File: src/rtl/stes_pkg.sv
// constants and types for the stimulus train event sequencer
// Operation
// - one train delay after each accepted trigger, before the first train
// - train window opens when the delay ends; events only inside it
// - train window starts are spaced by the train repeat interval
// - exactly the programmed train count per accepted trigger; a train count of 0 still runs one train
// - event timing starts in the cycle the train window opens
// - the whole event list completes within one train window
// - one pre-event wait per train, none between later events
// - each event stays active for the programmed event width
// - event starts are spaced by the event repeat interval
// - events per train follow the event quantity setting
// - free-run makes internal triggers without waiting for the input
// - external trigger starts timing on its leading or trailing edge
// - triggers arriving during an active sequence are ignored
// - gate low blocks triggers; output goes to hold level or zero
// - gate low during a train stops output for that train
// - after the last train, timing stops and new triggers are taken
// - hold mode drives the hold level except during events
// - offset mode adds offset to amplitudes only while timing is active
// - trigger to stimulus onset is never below the minimum delay
// - marker shows event span or train window span as selected
// - key held five seconds after power-up loads the preset definition
// - output enable off only disconnects the path; timing keeps running
`default_nettype none
package stes_pkg;
    localparam int unsigned CLK_MHZ = 100;
    localparam int unsigned MIN_ONSET_NS = 2000;
    localparam int unsigned MIN_ONSET_CYC =
        (MIN_ONSET_NS * CLK_MHZ + 999) / 1000;
    localparam int unsigned KEY_HOLD_MS = 5000;
    localparam int unsigned KEY_HOLD_CYC = KEY_HOLD_MS * CLK_MHZ * 1000;
    // edges the key level needs to pass the synchroniser after reset
    localparam int unsigned KEY_SETTLE_CYC = 4;
    localparam int unsigned NREG = 12;
    localparam int unsigned NREG_RW = 11;
    // word indices; byte address is four times the index
    localparam logic [3:0] IDX_CTRL = 4'h0;
    localparam logic [3:0] IDX_TDLY = 4'h1;
    localparam logic [3:0] IDX_TWIN = 4'h2;
    localparam logic [3:0] IDX_TPER = 4'h3;
    localparam logic [3:0] IDX_TCNT = 4'h4;
    localparam logic [3:0] IDX_EDLY = 4'h5;
    localparam logic [3:0] IDX_EWID = 4'h6;
    localparam logic [3:0] IDX_EPER = 4'h7;
    localparam logic [3:0] IDX_EQTY = 4'h8;
    localparam logic [3:0] IDX_LEVEL = 4'h9;
    localparam logic [3:0] IDX_AMPL = 4'ha;
    localparam logic [3:0] IDX_STAT = 4'hb;
    // control bits
    localparam int unsigned CB_FREE = 0;
    localparam int unsigned CB_TRAIL = 1;
    localparam int unsigned CB_HOLD = 2;
    localparam int unsigned CB_OEN = 3;
    localparam int unsigned CB_MEVT = 4;
    typedef logic [31:0] stes_word_type;
    typedef stes_word_type stes_bank_type [NREG_RW];
    localparam stes_bank_type RST_VAL = '{
        32'h0000_0000, 32'h0000_00c8, 32'h0000_0064, 32'h0000_00c8,
        32'h0000_0001, 32'h0000_0000, 32'h0000_000a, 32'h0000_0014,
        32'h0000_0001, 32'h0000_0000, 32'h0000_0000};
    // preset: 2 trains of 2.5 ms every 3 ms, 2 events 200 us every 500 us
    localparam stes_bank_type DEF_VAL = '{
        32'h0000_0008, 32'h0000_00c8, 32'h0003_d090, 32'h0004_93e0,
        32'h0000_0002, 32'h0000_0000, 32'h0000_4e20, 32'h0000_c350,
        32'h0000_0002, 32'h0000_0000, 32'h0000_1388};
    typedef enum logic [3:0] {
        ST_IDLE = 4'b0001,
        ST_DELAY = 4'b0010,
        ST_WIN = 4'b0100,
        ST_GAP = 4'b1000
    } stes_state_type;
endpackage
`default_nettype wire

File: src/rtl/stes_top.sv
// stimulus train event sequencer with a wishbone register slave
//
// Our own choices: the register addresses and the Wishbone register port.
`default_nettype none
module stes_top #(
    parameter int unsigned KEY_HOLD_CYC = stes_pkg::KEY_HOLD_CYC
) (
    // clock and reset
    input wire logic clk_i,
    input wire logic sys_rst_i,
    // wishbone slave
    input wire logic wb_cyc_i,
    input wire logic wb_stb_i,
    input wire logic wb_we_i,
    input wire logic [7:0] wb_adr_i,
    input wire logic [3:0] wb_sel_i,
    input wire logic [31:0] wb_dat_i,
    output var logic [31:0] wb_dat_o,
    output var logic wb_ack_o,
    // pins
    input wire logic start_stimulus_input_i,
    input wire logic gate_i,
    input wire logic general_screen_key_i,
    // stimulus outputs
    output var logic signed [15:0] amplitude_o,
    output var logic output_connected_o,
    output var logic timing_marker_out_a_o
);
    import stes_pkg::*;

    function automatic logic [31:0] m1(input logic [31:0] x);
        m1 = (x == 32'h0) ? 32'h0 : x - 32'h1;
    endfunction

    function automatic logic signed [15:0] sat_add(
        input logic signed [15:0] a,
        input logic signed [15:0] b
    );
        logic signed [16:0] s;
        s = 17'(a) + 17'(b);
        if (s[16] != s[15]) begin
            sat_add = s[16] ? 16'sh8000 : 16'sh7fff;
        end else begin
            sat_add = s[15:0];
        end
    endfunction

    // input synchronisers: three stages, level moves once stages 2 and 3 agree
    logic [2:0] trg_s_q;
    logic [2:0] gat_s_q;
    logic [2:0] key_s_q;
    logic trg_lvl_q;
    logic gate_lvl_q;
    logic key_lvl_q;
    logic trg_prev_q;

    always_ff @(posedge clk_i) begin
        trg_s_q <= {trg_s_q[1:0], start_stimulus_input_i};
        gat_s_q <= {gat_s_q[1:0], gate_i};
        key_s_q <= {key_s_q[1:0], general_screen_key_i};
    end

    always_ff @(posedge clk_i) begin
        if (sys_rst_i) begin
            trg_lvl_q <= 1'b0;
            gate_lvl_q <= 1'b0;
            key_lvl_q <= 1'b0;
            trg_prev_q <= 1'b0;
        end else begin
            if (trg_s_q[1] == trg_s_q[2]) trg_lvl_q <= trg_s_q[2];
            if (gat_s_q[1] == gat_s_q[2]) gate_lvl_q <= gat_s_q[2];
            if (key_s_q[1] == key_s_q[2]) key_lvl_q <= key_s_q[2];
            trg_prev_q <= trg_lvl_q;
        end
    end

    // register bank
    logic [31:0] cfg_q [NREG_RW];
    logic ack_q;
    logic [31:0] dat_q;
    logic [3:0] idx;
    logic mapped;
    logic wr_en;
    logic [31:0] rd_word;
    logic [31:0] stat_word;
    logic load_def;

    assign idx = wb_adr_i[5:2];
    assign mapped = (wb_adr_i[7:6] == 2'b00) && (idx <= IDX_STAT);
    // a write lands on the edge where the master sees ack high
    assign wr_en = wb_cyc_i && wb_stb_i && wb_we_i && ack_q && mapped;

    genvar gi;
    generate
        for (gi = 0; gi < NREG_RW; gi++) begin : g_reg
            always_ff @(posedge clk_i) begin
                if (sys_rst_i) begin
                    cfg_q[gi] <= RST_VAL[gi];
                end else if (load_def) begin
                    cfg_q[gi] <= DEF_VAL[gi];
                end else if (wr_en && idx == 4'(gi)) begin
                    for (int b = 0; b < 4; b++) begin
                        if (wb_sel_i[b]) begin
                            cfg_q[gi][8*b +: 8] <= wb_dat_i[8*b +: 8];
                        end
                    end
                end
            end
        end
    endgenerate

    // control fields
    logic free_run;
    logic trail_edge;
    logic hold_mode;
    logic out_en;
    logic mark_evt;
    logic [15:0] tcnt;
    logic [15:0] eqty;
    logic signed [15:0] level;
    logic signed [15:0] ampl;
    logic [31:0] tdly_eff;

    assign free_run = cfg_q[IDX_CTRL][CB_FREE];
    assign trail_edge = cfg_q[IDX_CTRL][CB_TRAIL];
    assign hold_mode = cfg_q[IDX_CTRL][CB_HOLD];
    assign out_en = cfg_q[IDX_CTRL][CB_OEN];
    assign mark_evt = cfg_q[IDX_CTRL][CB_MEVT];
    assign tcnt = cfg_q[IDX_TCNT][15:0];
    assign eqty = cfg_q[IDX_EQTY][15:0];
    assign level = cfg_q[IDX_LEVEL][15:0];
    assign ampl = cfg_q[IDX_AMPL][15:0];
    // short programmed delays are stretched to the minimum onset
    assign tdly_eff = (cfg_q[IDX_TDLY] < 32'(MIN_ONSET_CYC)) ?
        32'(MIN_ONSET_CYC) : cfg_q[IDX_TDLY];

    // power-up key timer: only a press that starts right after reset counts
    logic boot_q;
    logic [31:0] key_cnt_q;
    logic def_done_q;

    assign load_def = boot_q && key_lvl_q &&
        (key_cnt_q == KEY_HOLD_CYC - 1);

    always_ff @(posedge clk_i) begin
        if (sys_rst_i) begin
            boot_q <= 1'b1;
            key_cnt_q <= 32'h0;
            def_done_q <= 1'b0;
        end else if (boot_q) begin
            // the synchronised level reads low until the pin has come through
            if ((!key_lvl_q && key_cnt_q >= 32'(KEY_SETTLE_CYC)) ||
                load_def) begin
                boot_q <= 1'b0;
            end
            key_cnt_q <= key_cnt_q + 32'h1;
            if (load_def) def_done_q <= 1'b1;
        end
    end

    // train sequencer
    stes_state_type st_q;
    logic [31:0] cnt_q;
    logic [31:0] win_q;
    logic [31:0] per_q;
    logic [15:0] tn_q;
    logic trg_edge;
    logic trig_acc;
    logic win_open;
    logic win_close;

    assign trg_edge = trail_edge ? (trg_prev_q && !trg_lvl_q)
                                 : (!trg_prev_q && trg_lvl_q);
    // only the idle state listens, so triggers during a train are dropped
    assign trig_acc = (st_q == ST_IDLE) && gate_lvl_q &&
        (free_run || trg_edge);
    assign win_open = gate_lvl_q &&
        (((st_q == ST_DELAY) && (cnt_q == 32'h0)) ||
         ((st_q == ST_GAP) && (per_q == 32'h0)));
    assign win_close = (st_q == ST_WIN) &&
        ((win_q == 32'h0) || !gate_lvl_q);

    always_ff @(posedge clk_i) begin
        if (sys_rst_i) begin
            st_q <= ST_IDLE;
            cnt_q <= 32'h0;
            win_q <= 32'h0;
            per_q <= 32'h0;
            tn_q <= 16'h0;
        end else begin
            case (st_q)
                ST_IDLE: begin
                    if (trig_acc) begin
                        cnt_q <= m1(tdly_eff);
                        st_q <= ST_DELAY;
                    end
                end
                ST_DELAY: begin
                    if (!gate_lvl_q) begin
                        st_q <= ST_IDLE;
                    end else if (win_open) begin
                        win_q <= m1(cfg_q[IDX_TWIN]);
                        per_q <= m1(cfg_q[IDX_TPER]);
                        tn_q <= 16'(m1(32'(tcnt)));
                        st_q <= ST_WIN;
                    end else begin
                        cnt_q <= cnt_q - 32'h1;
                    end
                end
                ST_WIN: begin
                    if (per_q != 32'h0) per_q <= per_q - 32'h1;
                    if (!gate_lvl_q) begin
                        st_q <= ST_IDLE;
                    end else if (win_close) begin
                        // last train done: back to accepting triggers
                        st_q <= (tn_q == 16'h0) ? ST_IDLE
                                                : ST_GAP;
                    end else begin
                        win_q <= win_q - 32'h1;
                    end
                end
                ST_GAP: begin
                    if (!gate_lvl_q) begin
                        st_q <= ST_IDLE;
                    end else if (win_open) begin
                        win_q <= m1(cfg_q[IDX_TWIN]);
                        per_q <= m1(cfg_q[IDX_TPER]);
                        tn_q <= tn_q - 16'h1;
                        st_q <= ST_WIN;
                    end else begin
                        per_q <= per_q - 32'h1;
                    end
                end
                default: begin
                    st_q <= ST_IDLE;
                end
            endcase
        end
    end

    // event engine, restarted at every window opening
    logic [31:0] ed_q;
    logic [31:0] ew_q;
    logic [31:0] ep_q;
    logic [15:0] en_q;
    logic ev_on_q;
    logic ev_start;

    assign ev_start = (st_q == ST_WIN) && !win_close &&
        (ed_q == 32'h0) && (ep_q == 32'h0) && (en_q != 16'h0);

    always_ff @(posedge clk_i) begin
        if (sys_rst_i) begin
            ed_q <= 32'h0;
            ew_q <= 32'h0;
            ep_q <= 32'h0;
            en_q <= 16'h0;
            ev_on_q <= 1'b0;
        end else if (win_open) begin
            ed_q <= cfg_q[IDX_EDLY];
            en_q <= eqty;
            ep_q <= 32'h0;
            ev_on_q <= 1'b0;
        end else if (st_q != ST_WIN || win_close) begin
            // nothing may spill past the window edge
            en_q <= 16'h0;
            ev_on_q <= 1'b0;
        end else if (ed_q != 32'h0) begin
            ed_q <= ed_q - 32'h1;
        end else begin
            if (ep_q != 32'h0) ep_q <= ep_q - 32'h1;
            if (ev_on_q) begin
                if (ew_q == 32'h0) ev_on_q <= 1'b0;
                else ew_q <= ew_q - 32'h1;
            end
            if (ev_start) begin
                ev_on_q <= (cfg_q[IDX_EWID] != 32'h0);
                ew_q <= m1(cfg_q[IDX_EWID]);
                ep_q <= m1(cfg_q[IDX_EPER]);
                en_q <= en_q - 16'h1;
            end
        end
    end

    // output level
    logic signed [15:0] amp_d;
    logic signed [15:0] amp_q;
    logic mark_d;
    logic mark_q;
    logic conn_q;
    logic timing_on;

    assign timing_on = (st_q != ST_IDLE) && gate_lvl_q;
    // hold stays on whenever powered; offset only rides on live timing
    assign amp_d = hold_mode ?
        (ev_on_q ? ampl : level) :
        (!timing_on ? 16'sh0000 :
         ev_on_q ? sat_add(ampl, level) : level);
    assign mark_d = mark_evt ? ev_on_q
                             : (st_q == ST_WIN);

    always_ff @(posedge clk_i) begin
        if (sys_rst_i) begin
            amp_q <= 16'sh0000;
            mark_q <= 1'b0;
            conn_q <= 1'b0;
        end else begin
            amp_q <= amp_d;
            mark_q <= mark_d;
            conn_q <= out_en;
        end
    end

    // bus answer: ack one cycle after the request, read data with it
    assign stat_word = {tn_q, 11'h0, def_done_q, gate_lvl_q,
        ev_on_q, st_q == ST_WIN, st_q != ST_IDLE};
    assign rd_word = !mapped ? 32'h0 :
        (idx == IDX_STAT) ? stat_word : cfg_q[idx];

    always_ff @(posedge clk_i) begin
        if (sys_rst_i) begin
            ack_q <= 1'b0;
            dat_q <= 32'h0;
        end else begin
            ack_q <= wb_cyc_i && wb_stb_i && !ack_q;
            if (wb_cyc_i && wb_stb_i && !ack_q) dat_q <= rd_word;
        end
    end

    assign wb_ack_o = ack_q;
    assign wb_dat_o = dat_q;
    assign amplitude_o = amp_q;
    assign timing_marker_out_a_o = mark_q;
    assign output_connected_o = conn_q;

    logic [31:0] dly_seen_q;
    always_ff @(posedge clk_i) begin
        if (sys_rst_i || st_q != ST_DELAY) dly_seen_q <= 32'h0;
        else dly_seen_q <= dly_seen_q + 32'h1;
    end
endmodule // stes_top
`default_nettype wire

File: config.mk
export PLATFORM = sky130hd
export DESIGN_NAME = stes_top
export DESIGN_NICKNAME = d
export VERILOG_FILES = /design/src/rtl/stes_pkg.sv /design/src/rtl/stes_top.sv
export SDC_FILE = /design/constraint.sdc
export NUM_CORES = 2
export LEC_CHECK = 0
export BUFFER_PORTS_ARGS = -buffer_cell sky130_fd_sc_hd__buf_2
export CAP_MARGIN = 20
export CORE_MARGIN = 3
export CORE_UTILIZATION = 30
export CTS_CLUSTER_DIAMETER = 100
export CTS_CLUSTER_SIZE = 16
export DETAILED_ROUTE_END_ITERATION = 10
export GPL_ROUTABILITY_DRIVEN = 0
export GPL_TIMING_DRIVEN = 0
export PLACE_DENSITY = 0.46
export SETUP_SLACK_MARGIN = 0.02
export SLEW_MARGIN = 25
export SYNTH_ARGS = -nofsm -noshare
export SYNTH_HDL_FRONTEND = slang
export SYNTH_SLANG_ARGS = --single-unit
File: constraint.sdc
create_clock -name clk_i -period 5.3 [get_ports clk_i]
set_input_delay 0.265 -clock clk_i [delete_from_list [all_inputs] [get_ports clk_i]]
set_output_delay 0.265 -clock clk_i [all_outputs]
set_load 0.02 [all_outputs]
Yosys cells after proc, flatten, opt, wreduce, memory -nomap -nowiden. Memories as Yosys holds them, arrays and structs flattened. Index checks and enable logic that the tools add are counted.

$add $sub $neg: 16. Order comparisons: 3. Eq/ne operators: 38. Muxes and demuxes: 301. Bitwise logic cells: 58. Reduce and logical (&&, ||, !) cells: 85.

Operators by type and width (count): 32-bit 2-to-1 mux (39); 32-bit zero test (11); 8-bit 2-to-1 mux (44); 32-bit by 1-bit subtractor with 32-bit output (second input constant) (11); 16-bit 2-to-1 mux (15); 1-bit 2-to-1 mux (192); 32-bit one-hot mux with 2 select lines (2); 32-bit nonzero test (4); 32-bit one-hot mux with 3 select lines (1); 1-bit bitwise OR (55); 16-bit by 1-bit subtractor with 16-bit output (second input constant) (3); 1-bit logical AND (33); 32-bit by 1-bit adder with 32-bit output (second input constant) (1); 32-bit by 29-bit == test with 1-bit output (second input constant) (1); 32-bit by 3-bit >= comparator with 1-bit output (second input constant) (1); 16-bit zero test (2); 32-bit by 8-bit less-than comparator with 1-bit output (second input constant) (1); 16-bit one-hot mux with 2 select lines (1); 4-bit 2-to-1 mux (6); 4-bit by 3-bit == test with 1-bit output (second input constant) (5); 4-bit == test (second input constant) (5); 2-bit != test (second input constant) (10); 5-bit AND reduction (4); 16-bit by 16-bit adder with 17-bit output (1); other kinds (24) (53).

Flip-flop bits (word level): 327. RAM bits: 352. Bits of input ports: 52. Output and inout port bits: 51. Word-level logic and storage cells: 527. Memories kept: 1.

Memories: cfg_q (words 11, bits a word 32, rd ports 12, clocked after memory_dff 0, write ports 11, RTL line stes_top.sv:78) `logic [31:0] cfg_q [NREG_RW];`.

Depth between registers and ports, before layout.
Depth after elaboration: 12. Mapped depth: 13.

Least setup slack after synthesis. OpenSTA, ideal clock, no wires.

Path type: register to register. Start: memory cfg_q[1][16]. End: register cnt_q[30]. Data arrival time: 4.112 ns. Slack: 1.117 ns. Stages on the path, launching flop included: 14. Cells stage by stage: edfxtp_1 -> or3_1 -> clkbuf_1 -> nor4_1 -> nand4_1 -> clkbuf_1 -> nand2_1 -> ha_1 -> nor4b_1 -> and2_1 -> nand4_1 -> xor2_1 -> a211o_1 -> a21oi_1.

RTL lines: start, declared (RTL line stes_top.sv:78); end signal, assigned (RTL line stes_top.sv:194) `cnt_q <= m1(tdly_eff);`; end signal, assigned (RTL line stes_top.sv:207) `cnt_q <= cnt_q - 32'h1;`; end, declared (RTL line stes_top.sv:163) `logic [31:0] cnt_q;`.

Worst setup path after layout.
Start: register st_q[1]. End: register tn_q[7].

Longest elaborated chain between the ends: 6. Elaborated cells between the ends (all ways): 13.

RTL lines: start, declared (RTL line stes_top.sv:162) `stes_state_type st_q;`; start signal, assigned (RTL line stes_top.sv:216) `st_q <= (tn_q == 16'h0) ? ST_IDLE`; 4-bit by 2-bit == test with 1-bit output or 4-bit == test (tied branches) (RTL line stes_top.sv:178, stes_top.sv:191, stes_top.sv:179); 1-bit logical AND, on equally long branches (RTL line stes_top.sv:178, stes_top.sv:179); 1-bit logical OR (RTL line stes_top.sv:178) `(((st_q == ST_DELAY) && (cnt_q == 32'h0)) ||`; 1-bit logical AND (RTL line stes_top.sv:177) `assign win_open = gate_lvl_q &&`; 2-bit != test (no line); 5-bit AND reduction (no line); end signal, assigned (RTL line stes_top.sv:204) `tn_q <= 16'(m1(32'(tcnt)));`; end signal, assigned (RTL line stes_top.sv:228) `tn_q <= tn_q - 16'h1;`; end, declared (RTL line stes_top.sv:166) `logic [15:0] tn_q;`.

Parallel ways exist; a longest one is shown, timed or not. A chain may end at the register's enable or synchronous reset.

==> results.md <==
* Status: finished clean
* Clock Skew at 60.07 ps
* Worst path arrival time at 5450 ps
* Total number of vias at 35860
* Final min period at 4931 ps
* WHS Endpoint: cfg_q[0][0]
* Worst-path cell chain: clkbuf_1 -> or4b_1 -> clkbuf_1 -> or4_1 -> nor4_4 -> o21a_1 -> buf_2 -> buf_1 -> nand2_1 -> a22oi_1 -> nor2_1
* Worst-Margin Slew at 1184 ps
* Sink Count at 679
* Sw Pwr at 3.013 mW
* DR iter-0 viols at 3996
* Largest net degree at the start of global routing at 18
* Hold wc startpoint: wb_dat_i[0]
* Final Cycle Share at 93.03%
* Maxcap violations at 0
* Largest area contributor in the netlist: edfxtp_1
* Netlist cell types at 95
* Startpoint types: flop
* Leak at 15.90 nW
* Reg2Reg Setup Slack at 370 ps
* Synthesized area at 38960 um^2
* CTS root buf: clkbuf_16
* YS warnings at 0
* Dominant register cell in the synthesized netlist: edfxtp_1
* CP max FO at 10
* Top cell by count, worst path: clkbuf_1
* First-pass GRT wire length at 247.4 mm
* Pwr dens at 247.8 nW/um^2
* Gr usage total at 25.01%
* Core area at 128200 um^2
* Initial antenna violation count at 17
* Critical path class: flop to flop
* Port-buffer cells at 98
* Post-CTS setup buffers at 0
* First-pass DRT Iterations at 8
* Yosys reg bits at 679
* Hold depth at 2
* Required time worst endpoint at 5820 ps
* Drt total wl at 174.7 mm
* Fin. max-slew vios at 0
* Die Ht at 366.4 um
* Synth top area share at 27.13%
* Total grt overflow at 0
* Final setup vio count at 0
* Total negative slack at 0 ps
* Htree depth at 2
* CTS tree: yes
* RSZ-0062 raised after global routing: no
* Worst r2r path cells at 11
* Layout Nets at 4532
* Final hold slack at 97.90 ps
* Slowest Stage Delay on Critical Path at 810 ps
* WL/cell at 28.07 um
* Max clock buf depth at 3
* Clk pwr share at 37.9%
* Post-synth EDFFs at 352
* Sequential share of power at 53.2%
* Combinational Power Share at 8.9%
* Worst VDD drop at 0.2429 mV
* Worst Hold Class: input port to flop
* Clk pin slew, worst setup/hold paths at 80 ps
* Mean Syn Cell Area at 9.155 um^2
* Switching part of the total at 27.78%
* Reg2reg end: tn_q[7]
* Die area at 134200 um^2
* Initial Util at 30.40%
* Worst Setup End Kind: flop
* Drt drc at 0
* Reg-to-Reg Start: st_q[1]
* Layout area overhead at 12.31%
* Net Count, Synth at 4342
* FP Rows at 131
* Slew HR at 21.04%
* Vias in the first global route at 33660
* Overall power at 10.84 mW
* I/O pins at 103
* Clock latency on the worst-skew pair at 700 ps
* Layout cells sized above 1 at 8.226%
* Hold Vio Cnt, Final at 0
* Die W at 366.4 um
* Sequential cell area fraction in the yosys report at 43.93%
* CP max stage cell: buf_1
* Antenna viol nets, final at 0
* Asr flop ratio synth at 0%
* Largest cells by area after synthesis: edfxtp_1, dfxtp_1, and2_1
* F_max at 0.2028 GHz
* Synthesized instance count at 4256
* Dpl hpwl at 133.4 mm
* Inserted Clock Buffers at 52
* Avg Vias per Cell at 5.763
* Internal power at 7.832 mW
cells in the mapped netlist, types with 16 or more instances:
master and n:
edfxtp_1 352, a221oi_1 26, clkbuf_1 248, a31oi_1 40
nor2b_1 18, nand2_1 251, a21o_1 43, xor2_1 101
nor2_1 370, buf_2 30, o21ai_1 16, o211ai_1 28
o22ai_1 32, nand4_1 47, inv_1 96, o21ai_0 262
nor4_1 110, nand3_1 100, nor3_1 174, a211oi_1 32
and2_1 313, dfxtp_1 327, a32o_1 21, a22oi_1 39
or4_1 66, or2_2 18, ha_1 33, mux2i_1 57
o32ai_1 40, nand2b_1 82, and3_1 77, a21oi_1 321
buf_1 26, mux4_2 64, xnor2_1 96, or3_1 73
routing by layer:
metal	part of all wire (%)	routed length (um)	up-vias	track usage [%]
met3	7.4	12960	296	4.465
met5	0.010	18	-	0
met4	4.6	8012	2	10.03
met1	43	74420	17900	33.52
li1	-	-	16130	-
met2	45	79240	1529	39.92
power groups by stage:
stage                     clock network, mW  logic [mW]  registers [mW]
after CTS                              4.18       0.946            5.77
after detailed placement                  0       0.922            5.89
after global placement                    0       0.918            5.89
after global routing                   4.36        1.02            5.78
after floorplan                           0       0.525            5.80
final                                  4.11       0.965            5.77
metrics by stage:
step           setup WS (ps)  utilization [%]  instance area, um^2  instances
3_5_place_dp           151.0            32.61                41800       6088
4_1_cts                125.5            34.09                43700       6215
2_1_floorplan           1117                -                38960       4256
6_report               369.4            34.14                43760       6222
3_3_place_gp          -381.8            32.47                41620       6083
5_1_grt                133.1            34.13                43740       6215
worst max-delay path, delay by kind of cell, from the launching register on:
kind                   cells  cell delay [ps]
DFF                        1              400
and+or+nand+nor            5             1910
buffers and inverters      4             1820
AOI/OAI and AO/OA          2              600
layout make-up:
type	instances	area, um^2
plain buffers	307	1236
clock inverters	11	141.4
repair buffers	136	865.8
multi-input cells	3174	20430
inverters	96	360.3
diodes	7	17.52
flip-flops and latches	679	17120
fillers	13500	84410
clock buffers	83	1425
well taps	1729	2163
flip-flops by register name, indices dropped and copies added, names as in the netlist, 32 cells and up:
register / flops
cfg_q: 352
cnt_q: 32
ed_q: 32
ep_q: 32
ew_q: 32
key_cnt_q: 32
per_q: 32
wb_dat_o: 32
win_q: 32
worst max path at each step:
| stage | startpoint | slack, ps | end |
|---|---|---|---|
| 2_1_floorplan | cfg_q[1][16] | 1120 | cnt_q[30] |
| 3_3_place_gp | cfg_q[1][16] | -380 | cnt_q[24] |
| 3_5_place_dp | cfg_q[1][16] | 150 | cnt_q[24] |
| 4_1_cts | cfg_q[1][16] | 130 | cnt_q[24] |
| 5_1_grt | cfg_q[1][16] | 130 | cnt_q[24] |
| 6_report | st_q[1] | 370 | tn_q[7] |
cell usage in the layout (no fill, tap or decap), types with 96 or more instances in the layout:
master    count
dfxtp_1     327
nor2_1      369
inv_1        96
xnor2_1      96
xor2_1      101
nand3_1     100
buf_2       129
nand2_1     251
o21ai_0     262
edfxtp_1    352
nor3_1      167
clkbuf_1    256
a21oi_1     321
and2_1      313
nor4_1      102
cell families (layout without fill, tap and decap cells):
kind of cell    count (synthesis)  in the layout  synth area share, %
buf+inv                       403            633                4.027
other cells                     0              7                    0
compound gates               1027           1027                16.44
simple gates                 1788           1788                24.71
fa+ha+maj                      36             36                1.162
flops                         679            679                43.93
mux                           126            126                5.308
xor+xnor                      197            197                4.428
repair_timing:
action | 4_1_cts | 5_1_grt
gates resized for setup | 0 | 0
endpoints found under the hold margin | 33 | 0
hold buffers | 33 | 0
No activity file was read; power rests on OpenSTA's default activity.
